## config.mk

```make
export PLATFORM = sky130hd
export DESIGN_NAME = cmsu_counter_match_set_unit
export DESIGN_NICKNAME = d
export VERILOG_FILES = /design/src/cmsu_pkg.sv /design/src/cmsu_slot_cmp.sv /design/src/cmsu_counter_match_set_unit.sv
export SDC_FILE = /design/constraint.sdc
export NUM_CORES = 2
export LEC_CHECK = 0
export BUFFER_PORTS_ARGS = -buffer_cell sky130_fd_sc_hd__buf_2
export CAP_MARGIN = 10
export CORE_AREA = 2 2 289 291
export CTS_BUF_LIST = sky130_fd_sc_hd__clkbuf_8
export CTS_CLUSTER_SIZE = 8
export DETAILED_ROUTE_END_ITERATION = 6
export DIE_AREA = 0 0 291 293
export GPL_TIMING_DRIVEN = 0
export SYNTH_ARGS = -nofsm -noshare
export SYNTH_HDL_FRONTEND = slang
export SYNTH_HIERARCHICAL = 1
export SYNTH_SLANG_ARGS = --single-unit
```

## constraint.sdc

```tcl
create_clock -name CLK_IN -period 6.5 [get_ports CLK_IN]
set_clock_uncertainty 0.05 [all_clocks]
set_input_delay 0.65 -clock CLK_IN [delete_from_list [all_inputs] [get_ports CLK_IN]]
set_output_delay 0.65 -clock CLK_IN [all_outputs]
set_load 0.005 [all_outputs]
```

## src/cmsu_pkg.sv

```systemverilog
// Register map, field layout and shared types of the counter match set unit.
package cmsu_pkg;

    // Sizes of the unit.
    localparam int unsigned NUM_SLOTS = 7;
    localparam int unsigned NUM_AXES = 3;
    localparam int unsigned NUM_VEC = 8;
    localparam int unsigned CNT_W = 32;
    localparam int unsigned TBIT_W = 32;
    localparam int unsigned STAT_W = 8;

    // Target bit space: direct outputs, scan-delayed outputs, marker bits.
    localparam int unsigned DIRECT_LO = 0;
    localparam int unsigned DIRECT_W = 8;
    localparam int unsigned DELAY_LO = 8;
    localparam int unsigned DELAY_W = 8;
    localparam int unsigned MARK_LO = 16;
    localparam int unsigned MARK_W = 16;

    // Byte addresses of the registers.
    localparam logic [11:0] ADDR_CTRL = 12'h000;
    localparam logic [11:0] ADDR_STATUS = 12'h004;
    localparam logic [11:0] ADDR_IRQ_MASK = 12'h008;
    localparam logic [11:0] ADDR_TBITS = 12'h00c;
    localparam logic [11:0] ADDR_SLOT_BASE = 12'h010;
    localparam logic [11:0] ADDR_SLOT_END = 12'h048;

    // Field positions.
    localparam int unsigned CTRL_MASK_BIT = 0;
    localparam int unsigned STAT_ERR_BIT = 7;

    // Values after reset.
    localparam logic CTRL_MASK_RST = 1'b0;
    localparam logic [STAT_W-1:0] STAT_RST = 8'h00;
    localparam logic [STAT_W-1:0] IRQ_MASK_RST = 8'h00;
    localparam logic [TBIT_W-1:0] TBITS_RST = 32'h0000_0000;
    localparam logic [CNT_W-1:0] VAL_RST = 32'h0000_0000;

    // Bus encodings.
    localparam logic [1:0] HTRANS_IDLE = 2'h0;
    localparam logic HRESP_OKAY = 1'b0;

    typedef enum logic [1:0] {
        SRC_COUNTER = 2'h0,
        SRC_OUT_POS = 2'h1,
        SRC_CAM_POS = 2'h2,
        SRC_NONE = 2'h3
    } cmsu_src_e;

    typedef enum logic [1:0] {
        TGT_BIT = 2'h0,
        TGT_IRQ = 2'h1,
        TGT_CAM = 2'h2,
        TGT_NONE = 2'h3
    } cmsu_tgt_e;

    typedef struct packed {
        logic [4:0] idx;
        cmsu_tgt_e tgt;
        cmsu_src_e src;
        logic [1:0] axis;
        logic en;
    } cmsu_cfg_s;

    localparam cmsu_cfg_s CFG_RST = '{idx: 5'h00, tgt: TGT_BIT, src: SRC_COUNTER, axis: 2'h0,
                                      en: 1'b0};

    typedef struct packed {
        logic valid;
        logic write;
        logic [11:0] addr;
    } cmsu_aphase_s;

endpackage : cmsu_pkg

```

## src/cmsu_slot_cmp.sv

```systemverilog
// Equality check of one compare slot against its selected axis counter.
module cmsu_slot_cmp (
    // Slot programming.
    input wire cmsu_pkg::cmsu_cfg_s cfg_in,
    input wire logic [cmsu_pkg::CNT_W-1:0] value_in,
    // Axis counters and their pulse-driven update strobes.
    input wire logic [cmsu_pkg::NUM_AXES*cmsu_pkg::CNT_W-1:0] cnt_in,
    input wire logic [cmsu_pkg::NUM_AXES-1:0] pulse_upd_in,
    // Match found in this cycle.
    output logic hit_out
);

    logic [cmsu_pkg::CNT_W-1:0] sel_cnt;
    logic sel_upd;

    always_comb begin
        sel_cnt = '0;
        sel_upd = 1'b0;
        case (cfg_in.axis)
            2'h0: begin
                sel_cnt = cnt_in[0*cmsu_pkg::CNT_W +: cmsu_pkg::CNT_W];
                sel_upd = pulse_upd_in[0];
            end
            2'h1: begin
                sel_cnt = cnt_in[1*cmsu_pkg::CNT_W +: cmsu_pkg::CNT_W];
                sel_upd = pulse_upd_in[1];
            end
            2'h2: begin
                sel_cnt = cnt_in[2*cmsu_pkg::CNT_W +: cmsu_pkg::CNT_W];
                sel_upd = pulse_upd_in[2];
            end
            default: begin
                sel_cnt = '0;
                sel_upd = 1'b0;
            end
        endcase
    end

    // Only pulse-driven updates are compared; direction does not matter.
    assign hit_out = cfg_in.en && (cfg_in.src == cmsu_pkg::SRC_COUNTER) && sel_upd
                     && (sel_cnt == value_in);

endmodule : cmsu_slot_cmp

```

## src/cmsu_counter_match_set_unit.sv

```systemverilog
// Counter match set unit: compare slots, target actions and AHB-Lite registers.

// Functional notes
// - On counter equal to compare value, act on the target at once, not per scan.
// - Low direct outputs drive at once; higher outputs wait for scan end; markers at once.
// - Interrupt target raises one of eight counter interrupt requests, vectors 0 to 7.
// - While the counter interrupt mask flag is on, all eight requests are suppressed.
// - Cam target starts the axis cam named by its index at once if that cam setup is ready.
// - Active compares on one axis share one source kind; a mismatch reports an error.
// - Match counts whether the counter reaches the value counting up or down.
// - A set target bit stays set until a separate operation clears it.
// - Only pulse-driven counter updates are compared, never software rewrites.
// - Each match with an interrupt target gives exactly one request pulse while the mask flag is off; same-cycle matches on one vector share one pulse.
module cmsu_counter_match_set_unit (
    // Clock and reset.
    input wire logic CLK_IN,
    input wire logic SYS_RST_IN,
    // AHB-Lite slave.
    input wire logic HSEL_IN,
    input wire logic [31:0] HADDR_IN,
    input wire logic [1:0] HTRANS_IN,
    input wire logic HWRITE_IN,
    input wire logic [2:0] HSIZE_IN,
    input wire logic [31:0] HWDATA_IN,
    input wire logic HREADY_IN,
    output logic [31:0] HRDATA_OUT,
    output logic HREADYOUT_OUT,
    output logic HRESP_OUT,
    // Axis pulse counters.
    input wire logic [31:0] X_AXIS_COUNTER_IN,
    input wire logic [31:0] Y_AXIS_COUNTER_IN,
    input wire logic [31:0] Z_AXIS_COUNTER_IN,
    input wire logic [2:0] CNT_PULSE_UPD_IN,
    // Program scan and cam engines.
    input wire logic SCAN_DONE_IN,
    input wire logic [2:0] CAM_CFG_READY_IN,
    // Target actions.
    output logic [7:0] DIRECT_OUT,
    output logic [7:0] DELAYED_OUT,
    output logic [15:0] MARKER_OUT,
    output logic [7:0] CNT_IRQ_REQ_OUT,
    output logic [2:0] CAM_START_OUT,
    output logic SRC_ERR_OUT,
    // Interrupt to the host.
    output logic IRQ_OUT
);

    localparam int unsigned NS = cmsu_pkg::NUM_SLOTS;
    localparam int unsigned NA = cmsu_pkg::NUM_AXES;

    // Bus pipeline state.
    cmsu_pkg::cmsu_aphase_s ap_q;
    cmsu_pkg::cmsu_aphase_s ap_d;
    logic hready_q;
    logic [31:0] hrdata_q;
    logic [31:0] hrdata_d;
    logic hresp_q;

    // Register file.
    logic mask_flag_q;
    logic [cmsu_pkg::STAT_W-1:0] status_q;
    logic [cmsu_pkg::STAT_W-1:0] status_d;
    logic [cmsu_pkg::STAT_W-1:0] irq_mask_q;
    logic [cmsu_pkg::TBIT_W-1:0] tbits_q;
    logic [cmsu_pkg::TBIT_W-1:0] tbits_d;
    cmsu_pkg::cmsu_cfg_s cfg_q [NS];
    logic [cmsu_pkg::CNT_W-1:0] val_q [NS];

    // Action registers.
    logic [cmsu_pkg::DELAY_W-1:0] delayed_q;
    logic [cmsu_pkg::NUM_VEC-1:0] irq_req_q;
    logic [NA-1:0] cam_start_q;
    logic src_err_q;
    logic irq_q;

    // Compare results and their decoded actions.
    logic [NS-1:0] hit;
    logic [cmsu_pkg::TBIT_W-1:0] set_vec;
    logic [cmsu_pkg::NUM_VEC-1:0] irq_vec;
    logic [NA-1:0] cam_vec;
    logic [3:0] kinds [NA];
    logic [NA-1:0] axis_err;
    logic src_err;

    // Address phase capture and register decode.
    wire accept = HREADY_IN;
    wire new_xfer = HSEL_IN && (HTRANS_IN != cmsu_pkg::HTRANS_IDLE) && HTRANS_IN[1];
    wire wr_fire = ap_q.valid && ap_q.write && HREADY_IN;
    wire rd_fill = ap_q.valid && !ap_q.write && !hready_q;
    wire [11:0] addr = ap_q.addr;
    wire sel_ctrl = (addr == cmsu_pkg::ADDR_CTRL);
    wire sel_status = (addr == cmsu_pkg::ADDR_STATUS);
    wire sel_mask = (addr == cmsu_pkg::ADDR_IRQ_MASK);
    wire sel_tbits = (addr == cmsu_pkg::ADDR_TBITS);
    wire in_slots = (addr >= cmsu_pkg::ADDR_SLOT_BASE) && (addr < cmsu_pkg::ADDR_SLOT_END);
    wire [11:0] slot_off = addr - cmsu_pkg::ADDR_SLOT_BASE;
    wire [2:0] slot_idx = slot_off[5:3];
    wire slot_is_val = slot_off[2];
    wire [cmsu_pkg::STAT_W-1:0] stat_w1c = (wr_fire && sel_status) ?
                                           HWDATA_IN[cmsu_pkg::STAT_W-1:0] : '0;
    wire [cmsu_pkg::TBIT_W-1:0] tbit_w1c = (wr_fire && sel_tbits) ? HWDATA_IN : '0;
    wire [NA*cmsu_pkg::CNT_W-1:0] cnt_all = {Z_AXIS_COUNTER_IN, Y_AXIS_COUNTER_IN,
                                             X_AXIS_COUNTER_IN};

    assign ap_d = accept ? '{valid: new_xfer, write: HWRITE_IN, addr: HADDR_IN[11:0]} : ap_q;

    // One compare per slot.
    genvar g;
    generate
        for (g = 0; g < NS; g++) begin : g_slot
            cmsu_slot_cmp u_cmp (
                .cfg_in(cfg_q[g]),
                .value_in(val_q[g]),
                .cnt_in(cnt_all),
                .pulse_upd_in(CNT_PULSE_UPD_IN),
                .hit_out(hit[g])
            );
        end
    endgenerate

    // Turn each hit into its target action.
    always_comb begin
        set_vec = '0;
        irq_vec = '0;
        cam_vec = '0;
        for (int s = 0; s < NS; s++) begin
            if (hit[s]) begin
                case (cfg_q[s].tgt)
                    cmsu_pkg::TGT_BIT: begin
                        set_vec[cfg_q[s].idx] = 1'b1;
                    end
                    cmsu_pkg::TGT_IRQ: begin
                        irq_vec[cfg_q[s].idx[2:0]] = 1'b1;
                    end
                    cmsu_pkg::TGT_CAM: begin
                        if (cfg_q[s].idx[1:0] != 2'h3) begin
                            cam_vec[cfg_q[s].idx[1:0]] = 1'b1;
                        end
                    end
                    default: begin
                        set_vec = set_vec;
                    end
                endcase
            end
        end
    end

    // Source kinds in use per axis; more than one kind on an axis is an error.
    always_comb begin
        for (int a = 0; a < NA; a++) begin
            kinds[a] = '0;
        end
        for (int s = 0; s < NS; s++) begin
            if (cfg_q[s].en && (cfg_q[s].axis != 2'h3)) begin
                kinds[cfg_q[s].axis][cfg_q[s].src] = 1'b1;
            end
        end
    end

    // An axis whose enabled slots use two or more source kinds is in error.
    generate
        for (g = 0; g < NA; g++) begin : g_axis
            assign axis_err[g] = (kinds[g] & (kinds[g] - 4'h1)) != 4'h0;
        end
    endgenerate
    assign src_err = |axis_err;

    // Hardware sets win over software clears.
    assign tbits_d = (tbits_q & ~tbit_w1c) | set_vec;
    assign status_d = (status_q & ~stat_w1c)
                      | {src_err, hit};

    // Read data of the captured address.
    always_comb begin
        hrdata_d = 32'h0000_0000;
        if (sel_ctrl) begin
            hrdata_d[cmsu_pkg::CTRL_MASK_BIT] = mask_flag_q;
        end else if (sel_status) begin
            hrdata_d[cmsu_pkg::STAT_W-1:0] = status_q;
        end else if (sel_mask) begin
            hrdata_d[cmsu_pkg::STAT_W-1:0] = irq_mask_q;
        end else if (sel_tbits) begin
            hrdata_d = tbits_q;
        end else if (in_slots && slot_is_val) begin
            hrdata_d = val_q[slot_idx];
        end else if (in_slots) begin
            hrdata_d[$bits(cmsu_pkg::cmsu_cfg_s)-1:0] = cfg_q[slot_idx];
        end
    end

    // Bus handshake: reads take one wait state so that data come from a register.
    always_ff @(posedge CLK_IN) begin
        if (SYS_RST_IN) begin
            ap_q <= '0;
            hready_q <= 1'b1;
            hrdata_q <= 32'h0000_0000;
            hresp_q <= cmsu_pkg::HRESP_OKAY;
        end else begin
            ap_q <= ap_d;
            hresp_q <= cmsu_pkg::HRESP_OKAY;
            hready_q <= !(accept && new_xfer && !HWRITE_IN);
            hrdata_q <= rd_fill ? hrdata_d : hrdata_q;
        end
    end

    // Control, mask and slot registers written by software.
    always_ff @(posedge CLK_IN) begin
        if (SYS_RST_IN) begin
            mask_flag_q <= cmsu_pkg::CTRL_MASK_RST;
            irq_mask_q <= cmsu_pkg::IRQ_MASK_RST;
        end else if (wr_fire && sel_ctrl) begin
            mask_flag_q <= HWDATA_IN[cmsu_pkg::CTRL_MASK_BIT];
        end else if (wr_fire && sel_mask) begin
            irq_mask_q <= HWDATA_IN[cmsu_pkg::STAT_W-1:0];
        end
    end

    always_ff @(posedge CLK_IN) begin
        for (int s = 0; s < NS; s++) begin
            if (SYS_RST_IN) begin
                cfg_q[s] <= cmsu_pkg::CFG_RST;
                val_q[s] <= cmsu_pkg::VAL_RST;
            end else if (wr_fire && in_slots && (slot_idx == s[2:0])) begin
                if (slot_is_val) begin
                    val_q[s] <= HWDATA_IN;
                end else begin
                    cfg_q[s] <= cmsu_pkg::cmsu_cfg_s'(HWDATA_IN[$bits(cmsu_pkg::cmsu_cfg_s)-1:0]);
                end
            end
        end
    end

    // Sticky target bits, status and the host interrupt.
    always_ff @(posedge CLK_IN) begin
        if (SYS_RST_IN) begin
            tbits_q <= cmsu_pkg::TBITS_RST;
            status_q <= cmsu_pkg::STAT_RST;
            irq_q <= 1'b0;
            src_err_q <= 1'b0;
        end else begin
            tbits_q <= tbits_d;
            status_q <= status_d;
            irq_q <= |(status_d & irq_mask_q);
            src_err_q <= src_err;
        end
    end

    // Higher outputs follow the stored bits only at the end of a program scan.
    always_ff @(posedge CLK_IN) begin
        if (SYS_RST_IN) begin
            delayed_q <= '0;
        end else if (SCAN_DONE_IN) begin
            delayed_q <= tbits_d[cmsu_pkg::DELAY_LO +: cmsu_pkg::DELAY_W];
        end
    end

    // Interrupt and cam start requests are one-cycle pulses per match.
    always_ff @(posedge CLK_IN) begin
        if (SYS_RST_IN) begin
            irq_req_q <= '0;
            cam_start_q <= '0;
        end else begin
            irq_req_q <= mask_flag_q ? '0 : irq_vec;
            cam_start_q <= cam_vec & CAM_CFG_READY_IN;
        end
    end

    // Output wiring, all from registers.
    assign HRDATA_OUT = hrdata_q;
    assign HREADYOUT_OUT = hready_q;
    assign HRESP_OUT = hresp_q;
    assign DIRECT_OUT = tbits_q[cmsu_pkg::DIRECT_LO +: cmsu_pkg::DIRECT_W];
    assign DELAYED_OUT = delayed_q;
    assign MARKER_OUT = tbits_q[cmsu_pkg::MARK_LO +: cmsu_pkg::MARK_W];
    assign CNT_IRQ_REQ_OUT = irq_req_q;
    assign CAM_START_OUT = cam_start_q;
    assign SRC_ERR_OUT = src_err_q;
    assign IRQ_OUT = irq_q;

endmodule : cmsu_counter_match_set_unit

```

* After elaboration in Yosys (flattened, before gate mapping)
Memories as Yosys holds them, arrays and structs flattened.
Index checks and enable logic that the tools add are counted.
** Storage, ports and cells
- Bits in writable memories :: 308
- Register bits :: 117
- Input port bits :: 177
- Memories :: 2
- Output and inout port bits :: 79
** Memory list
- val_q :: depth 7, width 32, rd ports 8, clocked after Yosys merged registers in 0, write ports 7, line cmsu_counter_match_set_unit.sv:67 : logic [cmsu_pkg::CNT_W-1:0] val_q [NS];
- cfg_q :: depth 7, width 12, rd ports 8, clocked after Yosys merged registers in 0, write ports 7, line cmsu_counter_match_set_unit.sv:66 : cmsu_pkg::cmsu_cfg_s cfg_q [NS];
** Cells by class
- $lt $le $gt $ge :: 72
- Bitwise operators :: 57
- Reductions and logical operators :: 120
- Multiplexer cells :: 212
- $add $sub $neg :: 4
- Eq/ne operators :: 58
** Operator list (number)
- $mux W32 :: 23
- $pmux W32 S3 :: 7
- $eq A32 B32 Y1 :: 7
- $or A32 B32 Y32 :: 7
- $mux W12 :: 16
- $mux W8 :: 17
- $logic_and A1 B1 Y1 :: 85
- $mux W1 :: 75
- $or A12 B12 Y12 :: 6
- $mux W3 :: 21
- $demux W4 S2 :: 7
- $or A8 B8 Y8 :: 7
- $mux W24 :: 2
- $logic_not A2 Y1 :: 21
- $lt A2 B3 Y1 const B :: 14
- $lt A5 B6 Y1 const B :: 7
- $demux W1 S5 :: 7
- $ge A5 B1 Y1 const B :: 7
- $and A32 B32 Y32 :: 1
- $not A32 Y32 :: 1
- $mux W31 :: 1
- $demux W1 S2 :: 14
- $eq A2 B1 Y1 const B :: 14
- $eq A2 B2 Y1 const B :: 14
- other kinds (36) :: 142

* Longest topological paths before layout
An unclocked memory read counts as a cell.
- Word-level depth :: 33
- Mapped depth :: 18

* Hierarchy
Netlist, hierarchy kept.
** Modules (own cells, without submodules)
- cmsu_counter_match_set_unit :: cells an instance 2155, seq. area each 11591.1 um2, area each 22669.2 um2, times used 1
- cmsu_slot_cmp :: cells an instance 151, seq. area each 0.0 um2, area each 1172.4 um2, times used 7

* Worst setup path after synthesis
No wires, ideal clock.
- Kind :: reg-to-reg
- Start :: register ap_q, in the netlist addr[4]
- End :: memory val_q[6][0] (netlist name), enable pin
- Data required time :: 5980 ps
- Setup slack :: 1897 ps
- Arrival :: 4083 ps
- Stages on the path, launching flop included :: 10
- Buffers on the path :: 1
- Cells stage by stage :: dfxtp_1 buf_2 inv_1 ha_1 a21boi_0 o211a_4 nand2_2 nor3_4 inv_1 o31ai_1
** RTL lines
- from (decl) :: line cmsu_counter_match_set_unit.sv:52 : cmsu_pkg::cmsu_aphase_s ap_q;
- from (signal assigned) :: line cmsu_counter_match_set_unit.sv:199 : ap_q <= ap_d;
- to (decl) :: line cmsu_counter_match_set_unit.sv:67

==> results.yml <==
hold_path:
  hold_class: "in2reg"
detailed_routing:
  met1Wirelength_um: 64000
  drc_errors: 0
  dr.pass1.iters: 6
  dr_wl_met2_um: 71100
  num_vias: 30200
  drt-vias-per-instance: 6.43
  drt_wl_total_um: 163000
  antenna_left: 0
  drt_iter0_drc: 4378
  wire_per_inst_um: 34.8
  routed.top_layer: "met5"
  route.met3.wl_um: 16700
synth:
  synth-seq-cells: 425
  synth_area_mm2: 0.0309
  synth_warnings: 6
  syn_avg_cell_area_um2: 9.61
  synth.distinct_cells: 95
  ys_seq_area_share_pct: 37.5
  async_flop_share_pct: 0
  synth_flop_cell: "edfxtp_1"
  synthCells: 3212
  synth_edf_count: 308
  synth_nets: 3392
sta:
  hold_viol_final: 0
  worst_pin_slew_ns: 1.40
  setup_tns_ns: 0
  min_period_over_period_pct: 97.0
  layout_min_cycle_time_ns: 6.31
  setup_violations: 0
  timing.fmax_mhz: 159
  rsz0062_at_grt: "false"
  whs_ns: 0.101
  slew_headroom_pct: 6.56
  finalMaxSlewViolations: 0
cts:
  clock_sink_count: 425
  ctsResizeCount: 0
  cts_setup_buffers: 0
  tritoncts: "built"
  clock-root-buffer: "clkbuf_8"
  ctsHtreeMaxLevel: 3
  numCtsBuffers: 79
  hold_buffers: 0
  clock_latency_ns: 0.74
  clockBufferDepth: 3
  path_clk_slew_ns: 0.06
global_routing:
  grt_pass1_vias: 28300
  antenna_found_initial: 11
  grt_pass1_wl_um: 223000
  grt_max_degree: 25
  gr-total-overflow: 0
  grt.total_usage_pct: 37.1
worst_setup_path:
  worst_ep_arrival_time_ns: 6.88
  path_class: "reg2reg"
  worstSetupEndpointType: "register"
  required_ns: 7.07
  reg2reg_slack_ns: 0.19
  cp_slowest_cell: "nor2_1"
  path_common_cell: "clkbuf_1"
  slowest_delay_ns: 0.85
  cp_cell_sequence: "clkbuf_1 -> clkbuf_1 -> o2bb2ai_1 -> xor2_1 -> nor4_1 -> nand4_1 -> nor4_4 -> or3b_1 -> nor2_1 -> a221oi_1 -> o211ai_1 -> a21oi_1 -> a211oi_1"
  path_buf_inv: 2
  crit_family: "simple AND/OR/NAND/NOR gates"
  crit_fanout: 10
  startpoint_type: "register"
place:
  numPortBuffers: 228
  placed_cell_area_mm2: 0.0339
  dp_hpwl_um: 127000
  place_congestion: 1.04
power_and_ir_drop:
  powerDensity_mw_per_mm2: 199
  internal-power_mw: 4.79
  p_sw_share_pct: 32.3
  ir_drop_mv: 0.134
  switchingPower_mw: 2.29
  leakage_nw: 13.0
  seqPwrFrac_pct: 43.6
  combPwrFrac_pct: 18.2
  clock_power_share_pct: 38.2
final_layout:
  final_cell_mix: "310 x and2_1, 308 x edfxtp_1, 305 x nor2_1"
  nets: 3725
  fin_area_mm2: 0.0355
  mostFrequentLayoutCell: "and2_1"
  n_fill_cell: 8121
  drive_above_1_share_pct: 17.9
  syn_to_final_growth_pct: 15.0
job:
  max-cap-violations: 0
floorplan:
  die-area_mm2: 0.0853
  chipWidth_um: 291
  start_util_pct: 37.7
  die_h_um: 293
  io_pins: 256
  core_mm2: 0.0818
  num_rows: 105
outcome:
  status: "finished clean"
-- metrics by stage --
step	setup WS, ns	util (%)	power, mW	std cells
after floorplan	1.90	-	3.76	3212
after global placement	-1.86	40.8	4.36	4510
after detailed placement	0.628	41.4	4.38	4532
after CTS	0.556	43.3	7.03	4678
after global routing	0.221	43.4	7.24	4682
final	0.193	43.4	7.08	4687
-- kinds of logic (layout without fill, tap and decap cells) --
group                      Yosys count  after routing  synth area share [%]
xor gates and xnor gates           182            182                  5.16
buffers and inverters              333            731                  5.78
muxes                              339            339                  12.9
AOI/OAI and AO/OA                  745            745                  17.6
and+or+nand+nor                   1183           1183                  20.9
DFF                                425            425                  37.5
other                                1              8                0.0121
adders and majority gates            4              4                 0.158
-- cell type report --
class	count	area, um2	area share [%]
multi-input cells	2454	17600	49.7
flip-flops and latches	425	11600	32.6
repair buffers	252	1540	4.34
plain buffers	263	1520	4.29
well taps	1070	1340	3.77
clock buffers	86	1180	3.33
clock inverters	60	415	1.17
inverters	70	263	0.740
diodes	7	17.5	0.0493
-- power groups by stage --
stage,Combinational (mW),Sequential (mW),Clock [mW]
detailed placement,1.24,3.14,0
floorplan,0.672,3.09,0
global placement,1.21,3.15,0
CTS,1.24,3.08,2.70
global route,1.32,3.09,2.83
finish,1.29,3.09,2.70
-- worst reg2reg max path: cells and delay by family, from the launching register on --
family | cells | cell delay (ns)
DFF | 1 | 0.66
AOI/OAI and AO/OA | 5 | 1.08
buffers and inverters | 2 | 1.28
and+or+nand+nor | 5 | 2.95
xor gates and xnor gates | 1 | 0.20
-- path summary, 6_finish.rpt --
| check | endpoint | depth (start not counted) | start |
|---|---|---|---|
| setup reg to reg | DELAYED_OUT[5]$_SDFFE_PP0P_ | 13 | cfg_q[6][1]$_SDFFCE_PN0P_ |
| setup / recovery | DELAYED_OUT[5]$_SDFFE_PP0P_ | 13 | cfg_q[6][1]$_SDFFCE_PN0P_ |
| hold / removal | HREADYOUT_OUT$_SDFF_PP1_ | 2 | HSEL_IN |
| hold reg to reg | HRDATA_OUT[10]$_SDFFE_PP0P_ | 2 | HRDATA_OUT[10]$_SDFFE_PP0P_ |
-- state kept, by name, summed over array words and instances (netlist names), 2 cells and up --
name             flops
HRDATA_OUT          32
CAM_START_OUT        3
cfg_q               84
status_q             8
val_q              224
addr                12
irq_mask_q           8
CNT_IRQ_REQ_OUT      8
DELAYED_OUT          8
tbits_q             32
ap_q                 2
-- cell usage after synthesis, types with 62 or more instances --
cell / n / area, um2
o2bb2ai_1: 133 / 1160
a211oi_1: 68 / 510
mux2i_1: 274 / 2740
a21oi_1: 118 / 591
xor2_1: 105 / 920
buf_2: 62 / 310
o21ai_0: 71 / 355
xnor2_1: 77 / 674
dfxtp_1: 117 / 2340
clkbuf_1: 108 / 405
o22ai_1: 85 / 532
edfxtp_1: 308 / 9250
nor2_1: 305 / 1140
and2_1: 310 / 1940
nand2_1: 175 / 657
inv_1: 70 / 263
-- routing by layer --
layer	global-route usage, %	vias up
met4	21.8	6
met5	0	-
met2	56.9	2064
li1	-	12700
met3	8.61	480
met1	47.7	14900
Note: power is estimated with default switching activity, not from simulation.
